## src/design/msa_pkg.sv

```systemverilog
// Shared constants and types for the math accelerator controller.
// Assumes the accelerator registers sit on a byte-wide register port clocked by ref_clk.
package msa_pkg;

    // ------------------------------------------------------------
    // Register addresses on the accelerator port
    // ------------------------------------------------------------
    localparam logic [7:0] ADDR_SHIFT_CNT = 8'hd1;
    localparam logic [7:0] ADDR_CTRL_STAT = 8'hd2;
    localparam logic [7:0] ADDR_OPA = 8'hd3;
    localparam logic [7:0] ADDR_OPB = 8'hd4;
    localparam logic [7:0] ADDR_ACC = 8'hd5;

    // ------------------------------------------------------------
    // Field positions and values
    // ------------------------------------------------------------
    localparam int BUSY_BIT = 7;
    localparam int MAC_BIT = 6;
    localparam int CNT_W = 5;
    localparam logic [7:0] CTRL_CLEAR_VAL = 8'h00;

    // Write data sources: bytes of a, b, acc, the count setup, and zero.
    localparam logic [3:0] SRC_A0 = 4'h0;
    localparam logic [3:0] SRC_B0 = 4'h4;
    localparam logic [3:0] SRC_ACC0 = 4'h6;
    localparam logic [3:0] SRC_CFG = 4'hb;
    localparam logic [3:0] SRC_ZERO = 4'hc;

    // ------------------------------------------------------------
    // Enumerations
    // ------------------------------------------------------------
    typedef enum logic [2:0] {
        OP_MUL = 3'b000,
        OP_DIV32 = 3'b001,
        OP_DIV16 = 3'b010,
        OP_SHIFT = 3'b011,
        OP_NORM = 3'b100,
        OP_ACC_LOAD = 3'b101,
        OP_ACC_READ = 3'b110,
        OP_CLEAR = 3'b111
    } msa_op_t;

    typedef enum logic [2:0] {
        K_WR = 3'b000,
        K_RD = 3'b001,
        K_POLL = 3'b010,
        K_ACCCHK = 3'b011,
        K_END = 3'b100
    } msa_kind_t;

    typedef enum logic [1:0] {
        D_RES = 2'b00,
        D_REM = 2'b01,
        D_ACC = 2'b10,
        D_EXP = 2'b11
    } msa_dst_t;

    typedef enum logic [1:0] {
        S_IDLE = 2'b00,
        S_ISSUE = 2'b01,
        S_WAIT = 2'b10,
        S_DONE = 2'b11
    } msa_state_t;

    // ------------------------------------------------------------
    // Carriers
    // ------------------------------------------------------------
    typedef struct packed {
        msa_kind_t kind;
        logic [7:0] addr;
        logic [3:0] src;
        msa_dst_t dst;
    } msa_step_t;

    typedef struct packed {
        msa_op_t op;
        logic [31:0] a;
        logic [15:0] b;
        logic [CNT_W-1:0] cnt;
        logic dir;
        logic [39:0] acc;
    } msa_cmd_t;

    typedef struct packed {
        logic [31:0] res;
        logic [15:0] rem;
        logic [CNT_W-1:0] exp;
        logic [39:0] acc;
    } msa_rsp_t;

    typedef struct packed {
        logic wr;
        logic rd;
        logic [7:0] addr;
        logic [7:0] wdata;
    } msa_sfr_t;

endpackage

```

## src/design/msa_step_rom.sv

```systemverilog
// Access sequence table: the register access to make at each step of an operation.
// Assumes the caller walks the index from zero and stops at the end step.
`timescale 1ns/1ps
module msa_step_rom
    import msa_pkg::*;
(
    input wire msa_op_t op,
    input wire logic [3:0] idx,
    output msa_step_t step
);

    // ------------------------------------------------------------
    // Step builder
    // ------------------------------------------------------------
    // Packs one step record.
    function automatic msa_step_t mk(input msa_kind_t k, input logic [7:0] a,
                                     input logic [3:0] s, input msa_dst_t d);
        msa_step_t r;
        r.kind = k;
        r.addr = a;
        r.src = s;
        r.dst = d;
        return r;
    endfunction

    // ------------------------------------------------------------
    // Sequences
    // ------------------------------------------------------------
    // The operation is implied by the access order and, for normalize, by a zero count; no opcode is written.
    always_comb begin
        step = mk(K_END, ADDR_OPA, SRC_ZERO, D_RES);
        case (op)
            OP_MUL: begin
                if (idx < 4'd2) step = mk(K_WR, ADDR_OPB, SRC_B0 + idx, D_RES);
                else if (idx < 4'd4) step = mk(K_WR, ADDR_OPA, idx - 4'd2, D_RES);
                else if (idx == 4'd4) step = mk(K_POLL, ADDR_CTRL_STAT, SRC_ZERO, D_RES);
                else if (idx < 4'd9) step = mk(K_RD, ADDR_OPA, SRC_ZERO, D_RES);
            end
            OP_DIV32: begin
                if (idx < 4'd4) step = mk(K_WR, ADDR_OPA, idx, D_RES);
                else if (idx < 4'd6) step = mk(K_WR, ADDR_OPB, idx, D_RES);
                else if (idx == 4'd6) step = mk(K_POLL, ADDR_CTRL_STAT, SRC_ZERO, D_RES);
                else if (idx < 4'd11) step = mk(K_RD, ADDR_OPA, SRC_ZERO, D_RES);
                else if (idx < 4'd13) step = mk(K_RD, ADDR_OPB, SRC_ZERO, D_REM);
            end
            OP_DIV16: begin
                if (idx < 4'd2) step = mk(K_WR, ADDR_OPA, idx, D_RES);
                else if (idx < 4'd4) step = mk(K_WR, ADDR_OPB, idx + 4'd2, D_RES);
                else if (idx == 4'd4) step = mk(K_POLL, ADDR_CTRL_STAT, SRC_ZERO, D_RES);
                else if (idx < 4'd7) step = mk(K_RD, ADDR_OPA, SRC_ZERO, D_RES);
                else if (idx < 4'd9) step = mk(K_RD, ADDR_OPB, SRC_ZERO, D_REM);
            end
            OP_SHIFT, OP_NORM: begin
                if (idx < 4'd4) step = mk(K_WR, ADDR_OPA, idx, D_RES);
                else if (idx == 4'd4) step = mk(K_WR, ADDR_SHIFT_CNT,
                    (op == OP_NORM) ? SRC_ZERO : SRC_CFG, D_RES);
                else if (idx == 4'd5) step = mk(K_POLL, ADDR_CTRL_STAT, SRC_ZERO, D_RES);
                else if (idx < 4'd10) step = mk(K_RD, ADDR_OPA, SRC_ZERO, D_RES);
                else if (idx == 4'd10 && op == OP_NORM)
                    step = mk(K_RD, ADDR_SHIFT_CNT, SRC_ZERO, D_EXP);
            end
            OP_ACC_LOAD: begin
                if (idx == 4'd0) step = mk(K_ACCCHK, ADDR_CTRL_STAT, SRC_ZERO, D_RES);
                else if (idx < 4'd6) step = mk(K_WR, ADDR_ACC, idx + 4'd5, D_RES);
            end
            OP_ACC_READ: begin
                if (idx == 4'd0) step = mk(K_ACCCHK, ADDR_CTRL_STAT, SRC_ZERO, D_RES);
                else if (idx < 4'd6) step = mk(K_RD, ADDR_ACC, SRC_ZERO, D_ACC);
            end
            OP_CLEAR: begin
                if (idx == 4'd0) step = mk(K_WR, ADDR_CTRL_STAT, SRC_ZERO, D_RES);
            end
            default: begin
                step = mk(K_END, ADDR_OPA, SRC_ZERO, D_RES);
            end
        endcase
    end

endmodule

```

## src/design/msa_sfr_port.sv

```systemverilog
// Register port driver: turns one access request into strobes on the accelerator port.
// Assumes read data is presented by the accelerator in the cycle after the read strobe.
`timescale 1ns/1ps
module msa_sfr_port
    import msa_pkg::*;
(
    input wire logic ref_clk,
    input wire logic rst_b,
    input wire logic ce,
    input wire logic req,
    input wire logic req_wr,
    input wire logic [7:0] req_addr,
    input wire logic [7:0] req_wdata,
    input wire logic [7:0] sfr_rdata,
    output msa_sfr_t sfr_out,
    output logic ack,
    output logic [7:0] ack_rdata
);

    typedef struct packed {
        msa_sfr_t pin;
        logic rd_pend;
    } msa_port_state_t;

    msa_port_state_t q_r;
    msa_port_state_t q_nxt;

    // ------------------------------------------------------------
    // Strobe generation
    // ------------------------------------------------------------
    // Strobes last one cycle; a read is answered one cycle later.
    always_comb begin
        q_nxt = q_r;
        q_nxt.pin.wr = 1'b0;
        q_nxt.pin.rd = 1'b0;
        q_nxt.rd_pend = q_r.pin.rd;
        if (req) begin
            q_nxt.pin.wr = req_wr;
            q_nxt.pin.rd = ~req_wr;
            q_nxt.pin.addr = req_addr;
            q_nxt.pin.wdata = req_wdata;
        end
    end

    // State register with clock enable.
    always_ff @(posedge ref_clk) begin
        if (!rst_b) begin
            q_r <= '0;
        end else if (ce) begin
            q_r <= q_nxt;
        end
    end

    assign sfr_out = q_r.pin;
    assign ack = q_r.pin.wr | q_r.rd_pend; // Write done with its strobe.
    assign ack_rdata = sfr_rdata;

endmodule

```

## src/design/msa_ctrl.sv

```systemverilog
// Controller that drives the math accelerator through its register port.
// Assumes the accelerator shares ref_clk and answers reads one cycle after the strobe.
`timescale 1ns/1ps
module msa_ctrl
    import msa_pkg::*;
(
    input wire logic ref_clk,
    input wire logic rst_b,
    input wire logic ce,
    input wire logic cmd_valid,
    output logic cmd_ready,
    input wire msa_cmd_t cmd,
    output logic rsp_valid,
    output msa_rsp_t rsp,
    output logic busy,
    output msa_sfr_t sfr_out,
    input wire logic [7:0] sfr_rdata
);

    // ------------------------------------------------------------
    // State
    // ------------------------------------------------------------
    typedef struct packed {
        msa_state_t st;
        logic [3:0] idx;
        msa_cmd_t cmd;
        msa_rsp_t rsp;
        logic rsp_valid;
        logic seen_clear;
        logic acc_ok;
    } msa_ctrl_state_t;

    msa_ctrl_state_t q_r;
    msa_ctrl_state_t q_nxt;
    msa_step_t step;
    logic port_req;
    logic port_ack;
    logic [7:0] port_rdata;
    logic [7:0] wbyte;

    // ------------------------------------------------------------
    // Helpers
    // ------------------------------------------------------------
    // Selects the byte that a write step sends.
    function automatic logic [7:0] pick_byte(input msa_cmd_t c, input logic [3:0] s);
        logic [103:0] v;
        v = {8'h00, {2'b00, c.dir, c.cnt}, c.acc, c.b, c.a};
        if (s > SRC_ZERO) return 8'h00;
        return v[s*8 +: 8];
    endfunction

    // ------------------------------------------------------------
    // Submodules
    // ------------------------------------------------------------
    msa_step_rom u_rom (
        .op(q_r.cmd.op),
        .idx(q_r.idx),
        .step(step)
    );

    msa_sfr_port u_port (
        .ref_clk(ref_clk),
        .rst_b(rst_b),
        .ce(ce),
        .req(port_req),
        .req_wr(step.kind == K_WR),
        .req_addr(step.addr),
        .req_wdata(wbyte),
        .sfr_rdata(sfr_rdata),
        .sfr_out(sfr_out),
        .ack(port_ack),
        .ack_rdata(port_rdata)
    );

    // One access per visit to the issue state; a poll or flag-check step reissues until its flag reads clear.
    assign port_req = (q_r.st == S_ISSUE) && (step.kind != K_END);
    assign wbyte = pick_byte(q_r.cmd, step.src);

    // ------------------------------------------------------------
    // Sequencer
    // ------------------------------------------------------------
    // Walks the access table, polls flags and gathers read bytes.
    always_comb begin
        q_nxt = q_r;
        q_nxt.rsp_valid = 1'b0;
        case (q_r.st)
            S_IDLE: begin
                if (cmd_valid) begin
                    q_nxt.cmd = cmd;
                    q_nxt.idx = 4'h0;
                    q_nxt.rsp = '0;
                    q_nxt.seen_clear = 1'b0;
                    q_nxt.acc_ok = 1'b0;
                    q_nxt.st = S_ISSUE;
                end
            end
            S_ISSUE: begin
                q_nxt.st = (step.kind == K_END) ? S_DONE : S_WAIT;
            end
            S_WAIT: begin
                if (port_ack) begin
                    q_nxt.st = S_ISSUE;
                    case (step.kind)
                        K_WR: begin
                            q_nxt.idx = q_r.idx + 4'h1;
                        end
                        K_RD: begin
                            q_nxt.idx = q_r.idx + 4'h1;
                            case (step.dst)
                                D_RES: q_nxt.rsp.res = {q_r.rsp.res[23:0], port_rdata};
                                D_REM: q_nxt.rsp.rem = {q_r.rsp.rem[7:0], port_rdata};
                                D_ACC: q_nxt.rsp.acc = {q_r.rsp.acc[31:0], port_rdata};
                                default: q_nxt.rsp.exp = port_rdata[CNT_W-1:0];
                            endcase
                        end
                        K_POLL: begin
                            // Busy is up from the last setup access, so a clear read means done.
                            if (!port_rdata[BUSY_BIT]) begin
                                q_nxt.idx = q_r.idx + 4'h1;
                                q_nxt.seen_clear = 1'b1;
                            end
                        end
                        K_ACCCHK: begin
                            if (!port_rdata[MAC_BIT]) begin
                                q_nxt.idx = q_r.idx + 4'h1;
                                q_nxt.acc_ok = 1'b1;
                            end
                        end
                        default: begin
                            q_nxt.st = S_DONE;
                        end
                    endcase
                end
            end
            S_DONE: begin
                q_nxt.rsp_valid = 1'b1;
                q_nxt.st = S_IDLE;
            end
            default: begin
                q_nxt.st = S_IDLE;
            end
        endcase
    end

    // State register with clock enable.
    always_ff @(posedge ref_clk) begin
        if (!rst_b) begin
            q_r <= '0;
        end else if (ce) begin
            q_r <= q_nxt;
        end
    end

    // ------------------------------------------------------------
    // Outputs
    // ------------------------------------------------------------
    assign cmd_ready = (q_r.st == S_IDLE);
    assign busy = (q_r.st != S_IDLE);
    assign rsp_valid = q_r.rsp_valid;
    assign rsp = q_r.rsp;
endmodule

```

## config.mk

```make
export PLATFORM = sky130hd
export DESIGN_NAME = msa_ctrl
export DESIGN_NICKNAME = d
export VERILOG_FILES = /design/src/design/msa_pkg.sv /design/src/design/msa_step_rom.sv /design/src/design/msa_sfr_port.sv /design/src/design/msa_ctrl.sv
export SDC_FILE = /design/constraint.sdc
export NUM_CORES = 1
export LEC_CHECK = 0
export BUFFER_PORTS_ARGS = -buffer_cell sky130_fd_sc_hd__buf_4
export CORE_MARGIN = 2
export CORE_UTILIZATION = 50
export CTS_CLUSTER_DIAMETER = 150
export DETAILED_ROUTE_END_ITERATION = 12
export PLACE_DENSITY = 0.74
export SLEW_MARGIN = 20
export SYNTH_ARGS = -nofsm -noshare
export SYNTH_HDL_FRONTEND = slang
export SYNTH_SLANG_ARGS = --single-unit
```

## constraint.sdc

```tcl
create_clock -name ref_clk -period 10.4 [get_ports ref_clk]
set_input_delay 1.04 -clock ref_clk [delete_from_list [all_inputs] [get_ports ref_clk]]
set_output_delay 1.04 -clock ref_clk [all_outputs]
set_load 0.02 [all_outputs]
```

== Word-level counts from Yosys, hierarchy flattened ==
Index checks and enable logic that the tools add are counted.

* Output and inout bits: 114
* Flip-flop bits (word level): 216
* Logic and storage cells: 134
* Bits of input ports: 109

* Multiplexer cells: 47
* Bitwise operators: 2
* Order comparisons: 9
* $add $sub $neg: 5
* Equal/unequal tests: 31
* Reduce and logical (&&, ||, !) cells: 21
* Shift operators: 1

{| class="wikitable"
|+ Operators by type and width
! kind !! number
|-
| 2-to-1 mux 17 bit || 24
|-
| 2-to-1 mux 196 bit || 1
|-
| 2-to-1 mux 93 bit || 2
|-
| one-hot mux 93 bit (2 select lines) || 1
|-
| one-hot mux 17 bit (7 select lines) || 1
|-
| indexed part select 104 x 8 -> 8 bit || 1
|-
| 2-to-1 mux 40 bit || 1
|-
| 2-to-1 mux 32 bit || 1
|-
| AND reduction 6 bit || 4
|-
| 2-to-1 mux 18 bit || 1
|-
| < comparator 4 bit (second input constant) || 4
|-
| 2-to-1 mux 16 bit || 1
|-
| 2-to-1 mux 8 bit || 2
|-
| equality test 3 bit (second input constant) || 5
|-
| equality test 3 x 2 -> 1 bit (second input constant) || 4
|-
| equality test 4 x 3 -> 1 bit (second input constant) || 3
|-
| < comparator 4 x 3 -> 1 bit (second input constant) || 3
|-
| one-hot mux 4 bit (3 select lines) || 1
|-
| != test 3 bit (second input constant) || 3
|-
| 2-to-1 mux 4 bit || 2
|-
| != test 2 x 1 -> 1 bit (second input constant) || 4
|-
| one-hot mux 2 bit (4 select lines) || 1
|-
| one-hot mux 4 bit (2 select lines) || 1
|-
| AND reduction 7 bit || 1
|-
| other kinds (30) || 44
|}

== Logic depth before layout (Yosys ltp) ==
Gate-level depths: netlist of the first run.

* Depth after elaboration: 14
* Gate-level depth with buffers: 13
* Gate-level depth less buffers: 9

== Hierarchy ==
A second synthesis of the first run with hierarchy kept.

* Cells, all modules: 1321
* Area, all modules: 11365.9 sq um

{| class="wikitable"
|+ By module, submodules not included
! module !! cells each !! area each (sq um) !! times used !! sequential area each (sq um)
|-
| msa_ctrl || 1023 || 9181.3 || 1 || 3943.8
|-
| msa_step_rom || 186 || 1191.1 || 1 || 0.0
|-
| msa_sfr_port || 112 || 993.5 || 1 || 380.4
|}

== Least setup slack after synthesis of the first run ==
Ideal clock, no wire load.

* Path type: flip-flop to flip-flop
* From: register q_r[193] in the netlist's numbering
* To: register u_port.q_r, in the netlist u_port.sfr_out[0]
* Library setup time: 122 ps
* Slack: 7067 ps
* Buffers on the path: 3
* Arrival time: 3212 ps
* Data required time: 10278 ps
* Clock period less this slack: 3333 ps
* Stages on the path, launching flop included: 11
* Cell sequence: dfxtp_1 -> clkbuf_1 -> clkbuf_1 -> inv_1 -> ha_1 -> a221oi_2 -> a32o_1 -> a22o_1 -> buf_4 -> mux4_2 -> a221o_1

* Word-level cells in the longest chain between the ends: 11
* Elaborated cells between the ends (all ways): 50
* Those cells by class: add/sub: 4; order compare: 9; eq/ne: 5; shift: 1; mux: 27; reduce/logical: 4

{| class="wikitable"
|+ RTL lines
! item !! line !! text
|-
| start, declared || msa_ctrl.sv:33 || <nowiki>msa_ctrl_state_t q_r;</nowiki>
|-
| start signal, assigned || msa_ctrl.sv:150 || <nowiki>q_r <= q_nxt;</nowiki>
|-
| equality test 4 bit || msa_step_rom.sv:59 || <nowiki>else if (idx == 4'd10 && op == OP_NORM)</nowiki>
|-
| logical AND 1 bit || msa_step_rom.sv:59 ||
|-
| 2-to-1 mux 17 bit || msa_step_rom.sv:59 ||
|-
| 2-to-1 mux 17 bit || msa_step_rom.sv:58 || <nowiki>else if (idx < 4'd10) step = mk(K_RD, ADDR_OPA, SRC_ZERO, D_RES);</nowiki>
|-
| 2-to-1 mux 17 bit || msa_step_rom.sv:57 || <nowiki>else if (idx == 4'd5) step = mk(K_POLL, ADDR_CTRL_STAT, SRC_ZERO, D_RES);</nowiki>
|-
| 2-to-1 mux 17 bit || msa_step_rom.sv:55 || <nowiki>else if (idx == 4'd4) step = mk(K_WR, ADDR_SHIFT_CNT,</nowiki>
|-
| 2-to-1 mux 17 bit || msa_step_rom.sv:54 || <nowiki>if (idx < 4'd4) step = mk(K_WR, ADDR_OPA, idx, D_RES);</nowiki>
|-
| one-hot mux 17 bit (7 select lines) (*) || msa_step_rom.sv:32 || <nowiki>case (op)</nowiki>
|-
| parallel branches: the longest is 3 deep, another holds indexed part select 104 x 8 -> 8 bit || -- ||
|-
| end signal, assigned || msa_sfr_port.sv:50 || <nowiki>q_r <= q_nxt;</nowiki>
|-
| end, declared || msa_sfr_port.sv:25 || <nowiki>msa_port_state_t q_r;</nowiki>
|}

Every way passes the cells marked *.
A chain may end at the register's enable or synchronous reset.

== Worst setup path in the final report of the first run ==
* From: register q_r[196] in the netlist's numbering
* To: register u_port.q_r, in the netlist u_port.sfr_out[3]

The elaborated chain is that of the path after synthesis.

==> reports/results.ini, run 1 <==
[outcome]
status = completed

[flow_run]
max-cap-violations = 0

[pwr]
peakVddDrop_mv = 0.127
p_leak_nw = 4.79
powerDensity_nw_per_um2 = 149

[finish]
syn_to_final_growth_pct = 14.9
layout-drive-gt1-share = 0.223
final_core_util = 0.582
final_area_sq_um = 12600
nNetsFinal = 1477
antennaDiodeCount = 0

[sta]
worst_slack_ns = 6.42
max-slew-margin-rel = 0.288
grt_setup_unrepaired = no
hold_viol = 0
fmax_mhz = 251
tns_ns = 0
drv_slew = 0
worst_clock_skew_ns = 0.0160
setup-violations-final = 0
final.period_utilization = 0.383
worst_hold_slack_ns = 0.459
layout_min_cycle_time_ns = 3.98
worstMarginPinSlew_ns = 1.07

[clock_tree]
cts_max_level = 1
cts.repair.resized = 0
clk_latency_ns = 0.51
clock_sinks = 212
cts_buffers = 23
root_buffer = clkbuf_16
ctsHoldBuffers = 0
path_clk_slew_ns = 0.06
cts_tree = built
cts_setup_buffers = 0
clock_path_buffers = 3

[die]
dieHeight_microns = 152
dieArea_sq_um = 23200
die_w_microns = 152
core_sq_um = 21700
num_rows = 54
pin_count = 223
start_util = 0.507

[setup_path]
worst_path_largest_cell_delay_ns = 0.81
worst-endpoint-arrival_ns = 4.43
critPathRequiredTime_ns = 10.85
timing.critical_path.buf_inv = 1
crit_chain = inv_1 -> ha_1 -> nor3b_1 -> a221o_1 -> a22oi_2 -> nand2_1 -> a311oi_1 -> o211a_1 -> a221o_1
worstSetupPathType = reg2reg
end_kind = flop
crit_fanout = 19
ff2ff_path_depth = 9
startpoint_type = flop
r2r-end = u_port.sfr_out[3]
crit_path_frequent_cell = a221o_1
crit_family = compound AO/OA/AOI/OAI gates
timing.rr.start = q_r[196]
rrSetupSlack_ns = 6.42
slowest_stage = a22oi_2

[routing]
met1_length_mm = 13.3
wl_met2_mm = 13.1
wirelength_mm = 29.0
routed-wl-met3_mm = 1.81
drc = 0
wl_per_cell_microns = 17.6
firstDrtPassIters = 5
via_per_inst = 5.52
drt_iter0_markers = 724
highest_layer = met4
vias = 9115
ant_nets = 0

[logic_synthesis]
synth_top_area_cell = dfxtp_1
synth_edf_count = 0
yosysSeqAreaShare = 0.386
netlist_area_sq_um = 11000
synth_top_flop_cell = dfxtp_1
async_reset_ff_frac = 0
synth_top_area_frac = 0.386
yosys_warnings = 0
syn_avg_cell_area_sq_um = 8.40
ys_ff_latch = 212
ys_types = 84
ys_top_cells_by_area = dfxtp_1 39%, a21boi_0 11%, nand2_1 11%
synthCells = 1308

[global_route]
grt_overflow = 0
grt_usage = 0.241
first_global_vias = 8838
grt_max_degree = 131
grt_pass1_wl_mm = 47.0
antenna_found_initial = 0

[hold_path]
holdPathEnd = rsp[59]
holdPathStages = 2
hold_class = reg2reg
worstHoldStart = rsp[59]

[placed_design]
port_buffers = 220
preCtsSetupSlack_ns = 6.54
place_area_sq_um = 11800
place_hpwl_mm = 20.1
routabilityCongestion = 0.879

-- tightest hold or removal path: stages, from the launching register on --
cell and delay, ns:
dfxtp_1 0.31, nand2_1 0.05, a21boi_1 0.05
-- cell usage in the layout, fill, tap and decap left out, types with 4 or more instances in the layout --
cell type / instances
o21ai_0: 21
nand2_1: 314
o21a_1: 4
clkbuf_16: 23
nor2_1: 15
nor2b_1: 38
and2_1: 20
a21oi_1: 16
ha_1: 14
a21o_1: 4
nand4_1: 5
nor3_1: 4
nand3_1: 64
a221oi_1: 12
a21boi_0: 163
o211a_1: 6
mux2i_1: 20
mux4_2: 6
a311oi_1: 14
and3_1: 4
a22oi_1: 29
clkinv_2: 6
nor3b_1: 5
dfxtp_1: 212
a221o_1: 10
buf_4: 230
a21boi_1: 4
inv_1: 9
-- registers in the layout (all words and copies together) (netlist names) --
| name | flops |
|---|---|
| rsp_valid | 1 |
| u_port.sfr_out | 14 |
| u_port.q_r | 1 |
| rsp | 93 |
| q_r | 103 |
-- metrics by stage --
| step | std cells | total power [mW] |
|---|---|---|
| floorplan | 1309 | 0.990 |
| global placement | 1609 | 1.06 |
| detailed placement | 1609 | 1.06 |
| CTS | 1650 | 1.89 |
| global route | 1650 | 1.95 |
| finish | 1650 | 1.88 |
-- worst max-delay path by stage --
stage / endpoint / slack [ns] / from / depth (start not counted)
after global placement: u_port.sfr_out[1] / 6.63 / q_r[196] / 8
after detailed placement: u_port.sfr_out[3] / 6.54 / q_r[196] / 9
after global routing: u_port.sfr_out[3] / 6.17 / q_r[196] / 9
after floorplan: u_port.sfr_out[0] / 7.07 / q_r[193] / 10
after CTS: u_port.sfr_out[3] / 6.52 / q_r[196] / 9
final: u_port.sfr_out[3] / 6.42 / q_r[196] / 9
-- kinds of logic after synthesis --
logic type | count (synthesis) | synth area share
AND/OR/NAND/NOR | 500 | 0.211
AO/OA/AOI/OAI | 328 | 0.231
buffers and inverters | 221 | 0.119
flip-flops | 212 | 0.386
multiplexers | 27 | 0.0319
adder cells (fa/ha/maj) | 15 | 0.0168
XOR/XNOR | 4 | 0.00319
other | 1 | 0.000341
-- cell type report --
cell class	count	area [sq um]
Clock buffer	27	611
Fill cell	1971	9060
Multi-Input combinational cell	876	5480
Tap cell	280	350
Inverter	10	37.5
Clock inverter	14	161
Timing Repair Buffer	231	1740
Sequential cell	212	4240
-- synthesized netlist by cell type (16+ instances only) --
master	count
a21boi_0	163
buf_2	19
nand3_1	65
buf_4	118
a21oi_1	17
o21ai_0	21
and2_1	20
dfxtp_1	212
nand2_1	314
a22oi_1	29
mux2i_1	20
nor2b_1	39
clkbuf_1	68
nor2_1	16
-- per-layer routing --
metal | global-route usage | vias to the layer above
met5 | 0 | -
met4 | 0.0752 | 0
met3 | 0.0378 | 56
met2 | 0.387 | 324
met1 | 0.336 | 4234
li1 | - | 4501
-- power breakdown --
part	switching (mW)	internal [mW]
clock network	0.335	0.497
logic	0.107	0.0786
registers	0.0213	0.837
total	0.463	1.41
Power figures use the tool's default switching activity.
==> run 2: changes to the inputs <==
--- a/config.mk
+++ b/config.mk
@@ -10,7 +10,7 @@
 export CORE_UTILIZATION = 50
 export CTS_CLUSTER_DIAMETER = 150
 export DETAILED_ROUTE_END_ITERATION = 12
-export PLACE_DENSITY = 0.74
+export PLACE_DENSITY = 0.77
 export SLEW_MARGIN = 20
 export SYNTH_ARGS = -nofsm -noshare
 export SYNTH_HDL_FRONTEND = slang
==> constraint.sdc (replaced) <==
create_clock -name ref_clk -period 3.3 [get_ports ref_clk]
set_input_delay 0.33 -clock ref_clk [delete_from_list [all_inputs] [get_ports ref_clk]]
set_output_delay 0.33 -clock ref_clk [all_outputs]
set_load 0.02 [all_outputs]
==> reports/results.ini, run 2 (synthesized netlist as in run 1, its figures left out) <==
[sta]
final.period_utilization = 0.968
worst_clock_skew_ns = 0.0156
grt_setup_unrepaired = no
worstMarginPinSlew_ns = 0.921
setup-violations-final = 0
max-slew-margin-rel = 0.386
fmax_mhz = 313
layout_min_cycle_time_ns = 3.19
hold_viol = 0
drv_slew = 0
tns_ns = 0
worst_slack_ns = 0.105

[hold_path]
hold_class = in2reg

[clock_tree]
ctsHoldBuffers = 0
clock_path_buffers = 3
cts_max_level = 1
cts_buffers = 23
cts_tree = built
clock_sinks = 212
clk_latency_ns = 0.51
root_buffer = clkbuf_16
path_clk_slew_ns = 0.06

[routing]
wirelength_mm = 30.3
via_per_inst = 5.63
drt_iter0_markers = 711
drc = 0
wl_per_cell_microns = 18.0
vias = 9472
ant_nets = 0
firstDrtPassIters = 5

[setup_path]
worst_path_largest_cell_delay_ns = 0.63
startpoint_type = flop
worst-endpoint-arrival_ns = 3.59
crit_fanout = 12
critPathRequiredTime_ns = 3.70
slowest_stage = a221oi_1
worstSetupPathType = reg2reg
end_kind = flop
crit_chain = inv_1 -> ha_1 -> buf_4 -> nor4b_4 -> a32o_1 -> nand2_1 -> a221oi_1 -> a311oi_1 -> o211a_1 -> a221o_1

[die]
dieArea_sq_um = 23200
core_sq_um = 21700
start_util = 0.507
num_rows = 54
dieHeight_microns = 152
die_w_microns = 152
pin_count = 223

[global_route]
grt_pass1_wl_mm = 48.1
grt_max_degree = 85
grt_usage = 0.249
antenna_found_initial = 0
grt_overflow = 0
first_global_vias = 8890

[finish]
syn_to_final_growth_pct = 18.5
layout_common_cells = 314 x nand2_1, 257 x buf_4, 212 x dfxtp_1
layout-drive-gt1-share = 0.243
final_common_cell = nand2_1
antennaDiodeCount = 0
top_register = q_r
nNetsFinal = 1508
largest_reg_flops = 103

[placed_design]
place_hpwl_mm = 21.7
routabilityCongestion = 0.897
preCtsSetupSlack_ns = 0.235
port_buffers = 220

[outcome]
status = completed

[pwr]
p_leak_nw = 5.01
powerDensity_nw_per_um2 = 477
peakVddDrop_mv = 0.309

[flow_run]
max-cap-violations = 0

run 2: path summary, 6_finish.rpt:
| path | startpoint | to | slack, ns | depth (start not counted) |
|---|---|---|---|---|
| hold / removal | cmd[55] | q_r[151] | 0.08 | 3 |
| hold reg to reg | rsp[58] | rsp[58] | 0.46 | 2 |
| setup reg to reg | q_r[195] | u_port.sfr_out[2] | 0.11 | 10 |
| setup / recovery | q_r[195] | u_port.sfr_out[2] | 0.11 | 10 |
run 2: where the power goes:
part / internal, mW / switching, mW / total [mW] / leakage [nW]
sequential: 2.64 / 0.0551 / 2.69 / 1.72
clock: 1.82 / 1.06 / 2.88 / 0.422
combinational: 0.271 / 0.363 / 0.634 / 2.87
total: 4.73 / 1.48 / 6.21 / 5.01
run 2: through the flow:
step / hold WS [ns] / area, sq um / total power [mW] / cells / util
after global placement: 0.441 / 12100 / 3.37 / 1638 / 0.559
after detailed placement: 0.451 / 12100 / 3.38 / 1638 / 0.559
after floorplan: 0.431 / 11000 / 3.12 / 1309 / -
after CTS: 0.0735 / 13000 / 6.23 / 1679 / 0.599
final: 0.0789 / 13000 / 6.21 / 1681 / 0.600
after global routing: 0.0831 / 13000 / 6.39 / 1681 / 0.600
run 2: layout make-up:
cell class                 count  area (sq um)
clock buffer                  31           676
clock inverter                10           185
fill                        1884          8660
inverter                      10          37.5
multi-input combinational    876          5500
sequential                   212          4240
tap                          280           350
timing repair buffer         262          2030
run 2: critical path, delay by kind of cell (launching register included):
family,cells,cell delay (ns)
adder cells (fa/ha/maj),1,0.25
AO/OA/AOI/OAI,5,1.48
AND/OR/NAND/NOR,2,0.66
buffers and inverters,2,0.28
flip-flops,1,0.42
run 2: routing by layer:
metal | vias up | global-route usage | part of all wire
met2 | 365 | 0.423 | 0.48
met5 | - | 0 | 0
met4 | 0 | 0.0725 | 0.031
met1 | 4486 | 0.332 | 0.43
met3 | 63 | 0.0338 | 0.058
li1 | 4558 | - | -
run 2: what timing repair did:
| item | CTS | global route |
|---|---|---|
| setup buffers | 0 | 2 |
| gates resized for setup | 0 | 3 |
| endpoints found under the setup margin | 0 | 5 |
